<file path="src/hw/remap_pkg.sv">
// Constants, field layouts and carrier types for the remap lock and pin select block.
// Assumes a single 40 MHz system clock domain and an APB register port.
package remap_pkg;

  // Structure of the pin map
  localparam int NUM_GROUPS     = 4;
  localparam int PINS_PER_GROUP = 8;
  localparam int NUM_PINS       = NUM_GROUPS * PINS_PER_GROUP;
  localparam int NUM_INSEL      = 23;
  localparam int SEL_W          = 4;
  localparam int ADDR_W         = 12;
  localparam int REGION_LSB     = 7;

  // Register byte addresses
  localparam logic [ADDR_W-1:0] ADDR_CFG_CTRL    = 12'h000;
  localparam logic [ADDR_W-1:0] ADDR_UNLOCK_KEY  = 12'h004;
  localparam logic [ADDR_W-1:0] ADDR_DEV_CFG3    = 12'h008;
  localparam logic [ADDR_W-1:0] ADDR_PORTA_ANSEL = 12'h010;
  localparam logic [ADDR_W-1:0] ADDR_PORTA_DIR   = 12'h014;
  localparam logic [ADDR_W-1:0] ADDR_OUTSEL_BASE = 12'h100;
  localparam logic [ADDR_W-1:0] ADDR_INSEL_BASE  = 12'h200;

  // Field positions
  localparam int MAP_LOCK_POS       = 13;
  localparam int SINGLE_SESSION_POS = 29;
  localparam int LOCK_BYTE          = 1;

  // Reset values and writable masks of the port A registers
  localparam logic [31:0] PORTA_ANSEL_RESET = 32'h0000_0003;
  localparam logic [31:0] PORTA_ANSEL_MASK  = 32'h0000_0003;
  localparam logic [31:0] PORTA_DIR_RESET   = 32'h0000_079f;
  localparam logic [31:0] PORTA_DIR_MASK    = 32'h0000_079f;
  localparam logic [SEL_W-1:0] SEL_RESET    = 4'h0;

  // Output select codes per pin group
  localparam logic [SEL_W-1:0] OSEL_NONE        = 4'h0;
  localparam logic [SEL_W-1:0] OSEL_G0_UART1_TRANSMIT     = 4'h1;
  localparam logic [SEL_W-1:0] OSEL_G0_UART2_REQUEST_TO_SEND    = 4'h2;
  localparam logic [SEL_W-1:0] OSEL_G0_S1SS     = 4'h3;
  localparam logic [SEL_W-1:0] OSEL_G0_CMP2     = 4'h7;
  localparam logic [SEL_W-1:0] OSEL_G12_S1DO    = 4'h3;
  localparam logic [SEL_W-1:0] OSEL_G12_S2DO    = 4'h4;
  localparam logic [SEL_W-1:0] OSEL_G1_OCMP2    = 4'h5;
  localparam logic [SEL_W-1:0] OSEL_G1_CMP3     = 4'h7;
  localparam logic [SEL_W-1:0] OSEL_G2_OCMP4    = 4'h5;
  localparam logic [SEL_W-1:0] OSEL_G2_OCMP5    = 4'h6;
  localparam logic [SEL_W-1:0] OSEL_G2_REFCLK   = 4'h7;
  localparam logic [SEL_W-1:0] OSEL_G3_S2SS     = 4'h4;
  localparam logic [SEL_W-1:0] OSEL_G3_OCMP3    = 4'h5;
  localparam logic [SEL_W-1:0] OSEL_G3_CMP1     = 4'h7;

  // Pin group that each peripheral input select chooses from
  localparam logic [1:0] IN_GROUP_OF [NUM_INSEL] = '{
    2'h0, 2'h0, 2'h0, 2'h0, 2'h0,
    2'h1, 2'h1, 2'h1, 2'h1, 2'h1, 2'h1,
    2'h2, 2'h2, 2'h2, 2'h2, 2'h2, 2'h2, 2'h2,
    2'h3, 2'h3, 2'h3, 2'h3, 2'h3};

  // Start-up capture of the configuration word, in cycles after reset release
  localparam logic [1:0] CAPTURE_DELAY = 2'h2;

  // Remappable peripheral outputs
  typedef struct packed {
    logic uart1_transmit;
    logic uart2_request_to_send;
    logic spi1_slave_select;
    logic spi2_slave_select;
    logic spi1_data_out;
    logic spi2_data_out;
    logic output_compare_2;
    logic output_compare_3;
    logic output_compare_4;
    logic output_compare_5;
    logic comparator1_output;
    logic comparator2_output;
    logic comparator3_output;
    logic reference_clock_output;
  } periph_out_t;

  // Unlock key sequence progress
  typedef enum logic [1:0] {
    UNL_IDLE,
    UNL_KEY1_SEEN,
    UNL_ARMED
  } unlock_state_t;

endpackage

</file>
<file path="src/hw/pin_output_mux.sv">
// Registered output selector that routes one peripheral output onto each remappable pin.
// Assumes select codes come from registers on the same clock as the peripherals.
`timescale 1ns/1ps
module pin_output_mux
  import remap_pkg::*;
(
  input  wire logic                            clk_in,
  input  wire logic                            sys_rst_in,
  input  wire logic [NUM_PINS-1:0][SEL_W-1:0]  sel_in,
  input  wire periph_out_t                     periph_in,
  output logic      [NUM_PINS-1:0]             pin_out,
  output logic      [NUM_PINS-1:0]             pin_oe_out
);

  // Returns {enable, level}; reserved and unknown codes leave the pin undriven
  function automatic logic [1:0] route(input int grp, input logic [SEL_W-1:0] code,
                                       input periph_out_t p);
    logic [1:0] r;
    r = 2'h0;
    case (grp)
      0: case (code)
        OSEL_G0_UART1_TRANSMIT:  r = {1'b1, p.uart1_transmit};
        OSEL_G0_UART2_REQUEST_TO_SEND: r = {1'b1, p.uart2_request_to_send};
        OSEL_G0_S1SS:  r = {1'b1, p.spi1_slave_select};
        OSEL_G0_CMP2:  r = {1'b1, p.comparator2_output};
        default:       r = 2'h0;
      endcase
      1: case (code)
        OSEL_G12_S1DO: r = {1'b1, p.spi1_data_out};
        OSEL_G12_S2DO: r = {1'b1, p.spi2_data_out};
        OSEL_G1_OCMP2: r = {1'b1, p.output_compare_2};
        OSEL_G1_CMP3:  r = {1'b1, p.comparator3_output};
        default:       r = 2'h0;
      endcase
      2: case (code)
        OSEL_G12_S1DO:  r = {1'b1, p.spi1_data_out};
        OSEL_G12_S2DO:  r = {1'b1, p.spi2_data_out};
        OSEL_G2_OCMP4:  r = {1'b1, p.output_compare_4};
        OSEL_G2_OCMP5:  r = {1'b1, p.output_compare_5};
        OSEL_G2_REFCLK: r = {1'b1, p.reference_clock_output};
        default:        r = 2'h0;
      endcase
      default: case (code)
        OSEL_G3_S2SS:  r = {1'b1, p.spi2_slave_select};
        OSEL_G3_OCMP3: r = {1'b1, p.output_compare_3};
        OSEL_G3_CMP1:  r = {1'b1, p.comparator1_output};
        default:       r = 2'h0;
      endcase
    endcase
    return r;
  endfunction

  // One registered selector per pin; costs a cycle of latency but keeps pins glitch free
  for (genvar n = 0; n < NUM_PINS; n++) begin : g_pin
    logic [1:0] sel_d;
    always_comb begin
      sel_d = route(n / PINS_PER_GROUP, sel_in[n], periph_in);
    end
    always_ff @(posedge clk_in) begin
      if (sys_rst_in) begin
        pin_oe_out[n] <= 1'b0;
        pin_out[n]    <= 1'b0;
      end else begin
        pin_oe_out[n] <= sel_d[1];
        pin_out[n]    <= sel_d[0];
      end
    end
  end
endmodule // pin_output_mux

</file>
<file path="src/hw/remap_lock_and_output_select.sv">
// APB register block for remappable pin select: lock, unlock keys, pin and input selects.
// Assumes an APB master on clk_in, peripheral outputs on clk_in, pin inputs asynchronous.
//
// Chosen here: the APB slave port and the register offsets.
`timescale 1ns/1ps
module remap_lock_and_output_select
  import remap_pkg::*;
#(
  parameter logic [31:0] UNLOCK_KEY1 = 32'h1234_5678, // Arbitrary key value
  parameter logic [31:0] UNLOCK_KEY2 = 32'h8765_4321  // Arbitrary key value
) (
  input  wire logic                   clk_in,
  input  wire logic                   sys_rst_in,
  input  wire logic                   psel_in,
  input  wire logic                   penable_in,
  input  wire logic                   pwrite_in,
  input  wire logic [ADDR_W-1:0]      paddr_in,
  input  wire logic [31:0]            pwdata_in,
  input  wire logic [3:0]             pstrb_in,
  output logic      [31:0]            prdata_out,
  output logic                        pready_out,
  output logic                        pslverr_out,
  input  wire logic                   cfg_single_session_in,
  input  wire periph_out_t            periph_in,
  input  wire logic [NUM_PINS-1:0]    pin_in,
  output logic      [NUM_PINS-1:0]    pin_out,
  output logic      [NUM_PINS-1:0]    pin_oe_out,
  output logic      [NUM_INSEL-1:0]   periph_in_out,
  output logic      [31:0]            porta_analog_out,
  output logic      [31:0]            porta_dir_out,
  output logic                        map_lock_out,
  output logic                        single_session_out
);

  ////////////////////////////////////////////////////////////////////////////////////////////////
  // State
  logic                              pready_q;
  logic                              pslverr_q;
  logic [31:0]                       prdata_q;
  logic                              map_lock_q;
  logic                              single_session_q;
  logic [1:0]                        cap_cnt_q;
  logic                              cfg_meta_q;
  logic                              cfg_sync_q;
  unlock_state_t                     unlock_q;
  logic [NUM_PINS-1:0][SEL_W-1:0]    outsel_q;
  logic [NUM_INSEL-1:0][SEL_W-1:0]   insel_q;
  logic [31:0]                       porta_ansel_q;
  logic [31:0]                       porta_dir_q;
  logic [NUM_PINS-1:0]               pin_meta_q;
  logic [NUM_PINS-1:0]               pin_sync_q;
  logic [NUM_INSEL-1:0]              periph_in_q;

  ////////////////////////////////////////////////////////////////////////////////////////////////
  // Bus decode
  logic                              access;
  logic                              commit;
  logic                              wr_commit;
  logic                              hit_cfg;
  logic                              hit_key;
  logic                              hit_dcfg;
  logic                              hit_ansel;
  logic                              hit_dir;
  logic                              hit_out;
  logic                              hit_in;
  logic [4:0]                        word_idx;
  logic [31:0]                       rdata_d;
  logic                              err_d;

  // Access phase; the answer is registered so it comes one cycle after penable rises
  assign access    = psel_in && penable_in;
  assign commit    = access && pready_q;
  assign wr_commit = commit && pwrite_in;

  // Word-aligned decode; the low two address bits are ignored
  assign word_idx  = paddr_in[REGION_LSB-1:2];
  assign hit_cfg   = paddr_in[ADDR_W-1:2] == ADDR_CFG_CTRL[ADDR_W-1:2];
  assign hit_key   = paddr_in[ADDR_W-1:2] == ADDR_UNLOCK_KEY[ADDR_W-1:2];
  assign hit_dcfg  = paddr_in[ADDR_W-1:2] == ADDR_DEV_CFG3[ADDR_W-1:2];
  assign hit_ansel = paddr_in[ADDR_W-1:2] == ADDR_PORTA_ANSEL[ADDR_W-1:2];
  assign hit_dir   = paddr_in[ADDR_W-1:2] == ADDR_PORTA_DIR[ADDR_W-1:2];
  assign hit_out   = paddr_in[ADDR_W-1:REGION_LSB] == ADDR_OUTSEL_BASE[ADDR_W-1:REGION_LSB];
  assign hit_in    = (paddr_in[ADDR_W-1:REGION_LSB] == ADDR_INSEL_BASE[ADDR_W-1:REGION_LSB])
                     && (32'(word_idx) < NUM_INSEL);

  // Read data and error flag; unmapped addresses answer zero with an error
  always_comb begin
    rdata_d = 32'h0000_0000;
    err_d   = 1'b0;
    if (hit_cfg) begin
      rdata_d[MAP_LOCK_POS] = map_lock_q;
    end else if (hit_key) begin
      rdata_d = 32'h0000_0000;                  // Keys never read back
    end else if (hit_dcfg) begin
      rdata_d[SINGLE_SESSION_POS] = single_session_q;
    end else if (hit_ansel) begin
      rdata_d = porta_ansel_q;
    end else if (hit_dir) begin
      rdata_d = porta_dir_q;
    end else if (hit_out) begin
      rdata_d[SEL_W-1:0] = outsel_q[word_idx];
    end else if (hit_in) begin
      rdata_d[SEL_W-1:0] = insel_q[word_idx];
    end else begin
      err_d = 1'b1;
    end
  end

  // One wait state per transfer; pready drops right after the completing edge
  always_ff @(posedge clk_in) begin
    if (sys_rst_in) begin
      pready_q  <= 1'b0;
      pslverr_q <= 1'b0;
      prdata_q  <= 32'h0000_0000;
    end else begin
      pready_q <= access && !pready_q;
      if (access && !pready_q) begin
        pslverr_q <= err_d;                     // Locked mapping writes keep no error
        prdata_q  <= pwrite_in ? 32'h0000_0000 : rdata_d;
      end else if (commit) begin
        pslverr_q <= 1'b0;
        prdata_q  <= 32'h0000_0000;
      end
    end
  end

  ////////////////////////////////////////////////////////////////////////////////////////////////
  // Configuration word capture
  // The strap passes two flops, then is caught once after reset release
  always_ff @(posedge clk_in) begin
    cfg_meta_q <= cfg_single_session_in;
    cfg_sync_q <= cfg_meta_q;
  end

  // Defaults to set so an unprogrammed word restricts to one session
  always_ff @(posedge clk_in) begin
    if (sys_rst_in) begin
      cap_cnt_q        <= 2'h0;
      single_session_q <= 1'b1;
    end else if (cap_cnt_q != CAPTURE_DELAY) begin
      cap_cnt_q <= cap_cnt_q + 2'h1;
      if (cap_cnt_q + 2'h1 == CAPTURE_DELAY) begin
        single_session_q <= cfg_sync_q;
      end
    end
  end

  ////////////////////////////////////////////////////////////////////////////////////////////////
  // Unlock sequence and map lock
  // Two key writes in consecutive bus writes arm one change of the lock bit, unless a single-session lock is already set
  always_ff @(posedge clk_in) begin
    if (sys_rst_in) begin
      unlock_q <= UNL_IDLE;
    end else if (wr_commit) begin
      case (unlock_q)
        UNL_IDLE: begin
          unlock_q <= (hit_key && pwdata_in == UNLOCK_KEY1) ? UNL_KEY1_SEEN : UNL_IDLE;
        end
        UNL_KEY1_SEEN: begin
          if (hit_key && pwdata_in == UNLOCK_KEY2 && !(single_session_q && map_lock_q)) begin
            unlock_q <= UNL_ARMED;
          end else if (hit_key && pwdata_in == UNLOCK_KEY1) begin
            unlock_q <= UNL_KEY1_SEEN;
          end else begin
            unlock_q <= UNL_IDLE;
          end
        end
        UNL_ARMED: begin
          unlock_q <= UNL_IDLE;                 // Any write consumes the arming
        end
        default: begin
          unlock_q <= UNL_IDLE;
        end
      endcase
    end
  end

  // Lock clears at reset or by an armed clear write; a sealed single-session lock ignores clears
  always_ff @(posedge clk_in) begin
    if (sys_rst_in) begin
      map_lock_q <= 1'b0;
    end else if (wr_commit && hit_cfg && unlock_q == UNL_ARMED && pstrb_in[LOCK_BYTE]) begin
      if (pwdata_in[MAP_LOCK_POS]) begin
        map_lock_q <= 1'b1;
      end else if (!(single_session_q && map_lock_q)) begin
        map_lock_q <= 1'b0;
      end
    end
  end

  ////////////////////////////////////////////////////////////////////////////////////////////////
  // Mapping registers
  // Lock is the registered value, so a write in the locking cycle still sees it open
  always_ff @(posedge clk_in) begin
    if (sys_rst_in) begin
      outsel_q <= '0;
    end else if (wr_commit && hit_out && !map_lock_q && pstrb_in[0]) begin
      outsel_q[word_idx] <= pwdata_in[SEL_W-1:0];
    end
  end

  // Input selects share the same lock
  always_ff @(posedge clk_in) begin
    if (sys_rst_in) begin
      insel_q <= '0;
    end else if (wr_commit && hit_in && !map_lock_q && pstrb_in[0]) begin
      insel_q[word_idx] <= pwdata_in[SEL_W-1:0];
    end
  end

  // Port A registers are not under the map lock
  always_ff @(posedge clk_in) begin
    if (sys_rst_in) begin
      porta_ansel_q <= PORTA_ANSEL_RESET;
      porta_dir_q   <= PORTA_DIR_RESET;
    end else if (wr_commit) begin
      for (int b = 0; b < 4; b++) begin
        if (pstrb_in[b] && hit_ansel) begin
          porta_ansel_q[b*8 +: 8] <= pwdata_in[b*8 +: 8] & PORTA_ANSEL_MASK[b*8 +: 8];
        end
        if (pstrb_in[b] && hit_dir) begin
          porta_dir_q[b*8 +: 8] <= pwdata_in[b*8 +: 8] & PORTA_DIR_MASK[b*8 +: 8];
        end
      end
    end
  end

  ////////////////////////////////////////////////////////////////////////////////////////////////
  // Input routing
  // Pins are asynchronous: two flops before any select reads them
  always_ff @(posedge clk_in) begin
    pin_meta_q <= pin_in;
    pin_sync_q <= pin_meta_q;
  end

  // A code beyond the group size selects nothing and feeds a low level
  for (genvar k = 0; k < NUM_INSEL; k++) begin : g_in
    logic sel_bit;
    always_comb begin
      sel_bit = 1'b0;
      if (32'(insel_q[k]) < PINS_PER_GROUP) begin
        sel_bit = pin_sync_q[32'(IN_GROUP_OF[k]) * PINS_PER_GROUP + 32'(insel_q[k])];
      end
    end
    always_ff @(posedge clk_in) begin
      if (sys_rst_in) begin
        periph_in_q[k] <= 1'b0;
      end else begin
        periph_in_q[k] <= sel_bit;
      end
    end
  end

  ////////////////////////////////////////////////////////////////////////////////////////////////
  // Output routing
  pin_output_mux u_out_mux (
    .clk_in     (clk_in),
    .sys_rst_in (sys_rst_in),
    .sel_in     (outsel_q),
    .periph_in  (periph_in),
    .pin_out    (pin_out),
    .pin_oe_out (pin_oe_out)
  );

  // Outputs straight from flops
  assign prdata_out         = prdata_q;
  assign pready_out         = pready_q;
  assign pslverr_out        = pslverr_q;
  assign periph_in_out      = periph_in_q;
  assign porta_analog_out   = porta_ansel_q;
  assign porta_dir_out      = porta_dir_q;
  assign map_lock_out       = map_lock_q;
  assign single_session_out = single_session_q;
endmodule // remap_lock_and_output_select

</file>
<file path="config.mk">
export PLATFORM = sky130hd
export DESIGN_NAME = remap_lock_and_output_select
export DESIGN_NICKNAME = d
export VERILOG_FILES = /design/src/hw/remap_pkg.sv /design/src/hw/pin_output_mux.sv /design/src/hw/remap_lock_and_output_select.sv
export SDC_FILE = /design/constraint.sdc
export NUM_CORES = 1
export LEC_CHECK = 0
export BUFFER_PORTS_ARGS = -buffer_cell sky130_fd_sc_hd__buf_4
export CORE_UTILIZATION = 30
export DETAILED_ROUTE_END_ITERATION = 8
export HOLD_SLACK_MARGIN = 0.08
export PLACE_DENSITY = 0.57
export SLEW_MARGIN = 30
export SYNTH_ARGS = -nofsm -noshare
export SYNTH_HDL_FRONTEND = slang
export SYNTH_SLANG_ARGS = --single-unit
</file>
<file path="constraint.sdc">
create_clock -name clk_in -period 2.35 [get_ports clk_in]
set_clock_uncertainty 0.1 [all_clocks]
set_input_delay 0.47 -clock clk_in [delete_from_list [all_inputs] [get_ports clk_in]]
set_output_delay 0.47 -clock clk_in [all_outputs]
set_load 0.01 [all_outputs]
</file>
; Yosys cells after proc, flatten, opt, wreduce, memory -nomap -nowiden
; Index checks and enable logic that the tools add are counted.
[totals]
elab_cells = 559
reg_bits = 424
inputBits = 100
output_inout_bits = 187
[classes]
order_cmp = 49
reduce_logical = 56
addsub = 19
mux = 115
bitwise_logic = 23
n_eq_ne = 141
[ops]
columns = op, count
row1 = $eq A4 B3 Y1 const B, 88
row2 = $bwmux W128, 1
row3 = $eq A4 B2 Y1 const B, 32
row4 = $mux W32, 4
row5 = $pmux W2 S4, 16
row6 = $bwmux W92, 1
row7 = $lt A4 B4 Y1 const B, 23
row8 = $bmux W1 S5, 18
row9 = $pmux W2 S5, 8
row10 = $add A5 B4 Y6 const A, 12
row11 = $lt A6 B6 Y1 const B, 12
row12 = $pmux W2 S3, 8
row13 = $reduce_or A2 Y1, 23
row14 = $lt A5 B6 Y1 const B, 7
row15 = $bmux W4 S5, 2
row16 = $mux W1, 37
row17 = $eq A32 B29 Y1 const B, 1
row18 = $eq A32 B32 Y1 const B, 1
row19 = $eq A4 B1 Y1 const B, 8
row20 = $add A4 B4 Y5 const A, 6
row21 = $lt A4 B6 Y1 const B, 5
row22 = $mux W29, 1
row23 = $mux W4, 6
row24 = $not A1 Y1, 23
row25 = other kinds (25), 60

; Depth between registers and ports, before layout
[logic_depth]
word_depth = 11
depth_mapped = 10
mapped_depth_nobuf = 6

; By module
; From an unflattened synthesis, not the netlist that was laid out.
[unflattened]
hier_cells = 1758
area_unflattened_um2 = 19064.5
[modules_own_cells]
columns = module, cells_per_inst, area_each_um2, instances, seq_area_each_um2
row1 = remap_lock_and_output_select, 1423, 15901.5, 1, 6786.5
row2 = pin_output_mux, 335, 3163.0, 1, 1281.2

; Worst setup path after synthesis
; Ideal clock, no wire load.
[synth_timing]
kind = input-to-reg
startpoint = input port paddr_in[4]
endpoint = register prdata_q[1], in the netlist prdata_out[1]
slack_ns = -0.033
path_buffers = 2
required_time_ns = 2.164
arrival_ns = 2.196
setup_time_ns = 0.086
path_stages = 8
path_cell_list = buf_4 > buf_4 > clkinv_2 > mux2i_1 > a2111oi_2 > nor4_1 > or4_1 > a221oi_2
[synth_between]
elab_chain_len = 11
elab_cells_between_ends = 20
cone_classes = order compare: 1 / eq/ne: 4 / mux: 13 / reduce/logical: 2
[synth_rtl]
columns = element, line_no
row1 = from (decl), remap_lock_and_output_select.sv:17  ; input wire logic [ADDR_W-1:0] paddr_in,
row2 = $bmux W4 S5 / $lt A5 B5 Y1 (equally long branches), "remap_lock_and_output_select.sv:103, remap_lock_and_output_select.sv:84"
row3 = $mux W4 (implied by the code) / $logic_and A1 B1 Y1 (equally long branches), "remap_lock_and_output_select.sv:103, remap_lock_and_output_select.sv:84"
row4 = $mux W4, remap_lock_and_output_select.sv:102  ; end else if (hit_in) begin
row5 = $mux W4, remap_lock_and_output_select.sv:100  ; end else if (hit_out) begin
row6 = $mux W4, remap_lock_and_output_select.sv:98  ; end else if (hit_dir) begin
row7 = $mux W11, remap_lock_and_output_select.sv:96  ; end else if (hit_ansel) begin
row8 = $mux W29, remap_lock_and_output_select.sv:94  ; end else if (hit_dcfg) begin
row9 = $mux W32, remap_lock_and_output_select.sv:92  ; end else if (hit_key) begin
row10 = $mux W13 *, remap_lock_and_output_select.sv:90  ; if (hit_cfg) begin
row11 = $mux W32 *, remap_lock_and_output_select.sv:119  ; prdata_q <= pwrite_in ? 32'h0000_0000 : rdata_d;
row12 = $mux W32 *, remap_lock_and_output_select.sv:117  ; if (access && !pready_q) begin
row13 = to (signal assigned), remap_lock_and_output_select.sv:119
row14 = to (decl), remap_lock_and_output_select.sv:39  ; logic [31:0] prdata_q;
; Mark *: on every way between the ends. The rest lies on a longest branch, timed or not. The select of a mux whose other input is x is not followed.
; A chain may end at the register's enable or synchronous reset.

; Worst setup path in the final report
[layout_timing]
startpoint = register outsel_q[53] (netlist name)
endpoint = register prdata_q[1], in the netlist prdata_out[1]
[layout_between]
elab_chain_len = 10
[layout_rtl]
columns = element, line_no
row1 = from (decl), remap_lock_and_output_select.sv:46  ; logic [NUM_PINS-1:0][SEL_W-1:0] outsel_q;
row2 = "from (signal, indexed assignment)", remap_lock_and_output_select.sv:198  ; outsel_q[word_idx] <= pwdata_in[SEL_W-1:0];
row3 = $bmux W4 S5, remap_lock_and_output_select.sv:101  ; rdata_d[SEL_W-1:0] = outsel_q[word_idx];
row4 = $mux W4 (implied by the code), remap_lock_and_output_select.sv:101
row5 = $mux W4, remap_lock_and_output_select.sv:100
row6 = $mux W4, remap_lock_and_output_select.sv:98
row7 = $mux W11, remap_lock_and_output_select.sv:96
row8 = $mux W29, remap_lock_and_output_select.sv:94
row9 = $mux W32, remap_lock_and_output_select.sv:92
row10 = $mux W13, remap_lock_and_output_select.sv:90
row11 = $mux W32, remap_lock_and_output_select.sv:119
row12 = $mux W32, remap_lock_and_output_select.sv:117
; No other way between the ends. The select of a mux whose other input is x is not followed.

==> flow_metrics.py <==
metrics = {
    "global_route": {
        "grt_pass1_wl_mm": 91.1,
        "grt_pass1_vias": 15368,
        "antenna_found_initial": 3,
        "grt_overflow_total": 0,
        "grt_usage": 0.188,
        "grt_max_degree": 115,
    },
    "die": {
        "die_width_um": 249,
        "pin_count": 287,
        "die_h_um": 249,
        "core-area_mm2": 0.0602,
        "start_util": 0.303,
        "std_cell_rows": 90,
        "die-area_mm2": 0.0619,
    },
    "worst_hold_path": {
        "hold_path.startpoint": "periph_in[10]",
        "hp-class": "in2reg",
        "min_to": "u_out_mux.pin_out[31]",
        "hold_depth": 3,
    },
    "pwr": {
        "total_power_mw": 15.3,
        "powerDensity_mw_per_mm2": 660,
        "switching_share": 0.238,
        "leakage_nw": 8.45,
        "ir_worst_vdd_mv": 0.471,
        "p_sw_mw": 3.65,
        "comb_power_share": 0.073,
        "seq_power_share": 0.458,
        "p_int_mw": 11.7,
        "p_clk_frac": 0.469,
    },
    "timing": {
        "min_period_ns": 2.26,
        "tightestPinTransition_ns": 0.888,
        "hold_slack_ns": 0.110,
        "slew_viol_final": 0,
        "fmax_ghz": 0.442,
        "timing.final.crit_share": 0.964,
        "slew_headroom": 0.408,
        "rsz0062_at_grt": "false",
        "final-setup-viol-count": 0,
        "hold_viol_final": 0,
    },
    "finish": {
        "finalNetCount": 2335,
        "finalInstanceArea_mm2": 0.0232,
        "diodes": 0,
        "syn_to_final_growth_pct": 27.2,
        "nFillCells": 5906,
        "drive_gt1_frac": 0.258,
        "fin_util": 0.385,
    },
    "logic_synthesis": {
        "ys_ff_latch": 403,
        "ys.flop_type": "dfxtp_1",
        "synth_warnings": 0,
        "syn_area_mm2": 0.0183,
        "synth_edf_count": 0,
        "async_flop_share": 0,
        "syn_inst": 1913,
        "avgSynthCellArea_um2": 9.54,
        "ys_seq_area_frac": 0.442,
        "synth_cell_type_count": 63,
    },
    "run_status": {
        "status": "finished, final reports clean",
    },
    "route": {
        "antenna_left": 0,
        "via_per_inst": 5.22,
        "first_pass_iters": 5,
        "drcViolationCount": 0,
        "avgRoutedWirePerCell_um": 19.5,
        "num_vias": 15920,
        "finalWirelength_mm": 59.5,
        "drtIter0Drc": 1144,
    },
    "cts": {
        "cts_buffers": 45,
        "cts.clk_slew.worst_paths_ns": 0.06,
        "clock_latency_ns": 0.58,
        "root_buffer": "clkbuf_16",
        "clockBufferDepth": 3,
        "cts_tree": "built",
        "numClockSinks": 403,
        "htree_levels": 2,
    },
    "setup_path": {
        "path_class": "reg2reg",
        "worstPathRequired_ns": 2.75,
        "r2r_slack_ns": 0.09,
        "reg2reg_from": "outsel_q[53]",
        "crit_path_end_kind": "flop",
        "reg2regPathDepth": 7,
        "crit_path_start_kind": "flop",
        "critPathMaxFanout": 2,
        "r2r-end": "prdata_out[1]",
        "arrival_ns": 2.66,
    },
    "place": {
        "dp_hpwl_mm": 42.4,
        "io_buffers": 208,
        "post_dp_cell_area_mm2": 0.0213,
        "gp_routability_congestion": 0.877,
    },
    "job": {
        "maxCapViolCount": 0,
    },
}
[synthesized netlist by cell type, types with 4 or more instances]
library cell / count / area [µm²]
dfxtp_1: 403 / 8070
nor2_1: 228 / 856
nand2_1: 203 / 762
a21oi_1: 185 / 926
mux2i_1: 150 / 1500
o21ai_0: 139 / 696
mux4_2: 100 / 2250
clkbuf_1: 94 / 353
nor3_1: 82 / 410
buf_4: 80 / 601
nand3_1: 43 / 215
mux2_2: 20 / 225
inv_1: 16 / 60.1
buf_1: 11 / 41.3
a32oi_1: 10 / 87.6
buf_2: 10 / 50.1
nand4_1: 10 / 62.6
nor2b_1: 10 / 62.6
nor4bb_1: 9 / 90.1
a22oi_1: 8 / 60.1
a22o_1: 7 / 61.3
and2_1: 6 / 37.5
nor4_1: 6 / 37.5
nor3b_1: 5 / 37.5
a2111oi_0: 4 / 35.0
a31oi_1: 4 / 25.0
nor2_2: 4 / 25.0
nor4b_1: 4 / 35.0
o211ai_1: 4 / 30.0
or4_1: 4 / 30.0
[flip-flops by register name, indices dropped and copies added, names as in the netlist, 9 cells and up]
| register | cells |
|---|---|
| outsel_q | 128 |
| insel_q | 92 |
| pin_meta_q | 32 |
| pin_sync_q | 32 |
| u_out_mux.pin_oe_out | 32 |
| u_out_mux.pin_out | 32 |
| periph_in_out | 23 |
| prdata_out | 11 |
| porta_dir_out | 9 |
[how the worst max path moves through the flow]
stage	startpoint	end	slack [ns]
after floorplan	paddr_in[4]	prdata_out[1]	0.006
after global placement	paddr_in[2]	prdata_out[1]	-0.42
after detailed placement	paddr_in[2]	prdata_out[1]	-0.41
after CTS	outsel_q[57]	prdata_out[1]	0.02
after global routing	pready_out	outsel_q[69]	0.007
final	outsel_q[53]	prdata_out[1]	0.09
[worst max-delay path: stages (launching register included)]
cell       delay, ns
dfxtp_2         0.35
mux4_2          0.25
mux2i_2         0.08
a2111oi_4       0.42
nor4_2          0.11
buf_4           0.15
or4_4           0.51
a221oi_2        0.21
[per-stage QoR]
stage,setup WS (ns),std cells,TNS (ns)
finish,0.0852,3051,0
detailed placement,-0.415,2931,-8.92
global route,0.00658,3051,0
CTS,0.0219,3051,0
global placement,-0.425,2931,-4.63
floorplan,0.00642,1986,0
[cell type report]
type / instances / area [µm²] / area share
flip-flops and latches: 403 / 8080 / 0.348
clock inverters: 18 / 160 / 0.00690
clock buffers: 65 / 1360 / 0.0587
repair buffers: 398 / 3220 / 0.139
multi-input cells: 1368 / 9350 / 0.403
inverters: 17 / 68.8 / 0.00296
well taps: 782 / 978 / 0.0421
[power groups by stage]
stage,Combinational [mW],Clock (mW),Sequential (mW)
2_1_floorplan,0.664,0,7.15
3_3_place_gp,1.03,0,7.17
3_5_place_dp,1.05,0,7.17
4_1_cts,1.11,7.38,7.02
5_1_grt,1.19,7.68,7.03
6_report,1.12,7.19,7.02
[repair_timing]
action	in CTS	in global routing
gates resized for setup	3	9
setup buffers	0	0
hold endpoints to repair	37	0
hold buffers	37	0
endpoints found under the setup margin	1	1
pin swaps	1	3
[layout by cell type, fill, tap and decap left out, types with 5 or more instances in the layout]
master	netlist	routed
mux2i_1	150	149
inv_1	16	16
nand3_1	43	43
dlygate4sd3_1	0	37
dfxtp_1	403	396
mux2_2	20	20
a22oi_1	8	8
clkbuf_16	0	47
nor4bb_1	9	9
nor2b_1	10	10
nor3_1	82	82
a22o_1	7	7
a32oi_1	10	10
clkbuf_1	94	6
buf_12	0	11
mux4_2	100	101
nand4_1	10	10
buf_4	80	349
nand2_1	203	203
o21ai_0	139	139
conb_1	1	74
nor2_1	228	228
dfxtp_2	0	7
clkinv_2	1	10
nor3b_1	5	5
and2_1	6	6
a21oi_1	185	185
clkbuf_8	0	13
[metal layers]
layer	track usage	up-vias	part of all wire
li1	-	7355	-
met1	0.230	7782	0.40
met2	0.324	660	0.49
met3	0.0387	117	0.077
met4	0.0708	6	0.032
met5	0	-	0.00074
[kinds of logic after synthesis]
group | synth area share
compound gates | 0.114
xor+xnor | 0.000480
fa+ha+maj | 0.00247
buf+inv | 0.0626
flops | 0.442
mux | 0.221
other cells | 0.000205
simple gates | 0.158
Power figures use the tool's default switching activity.
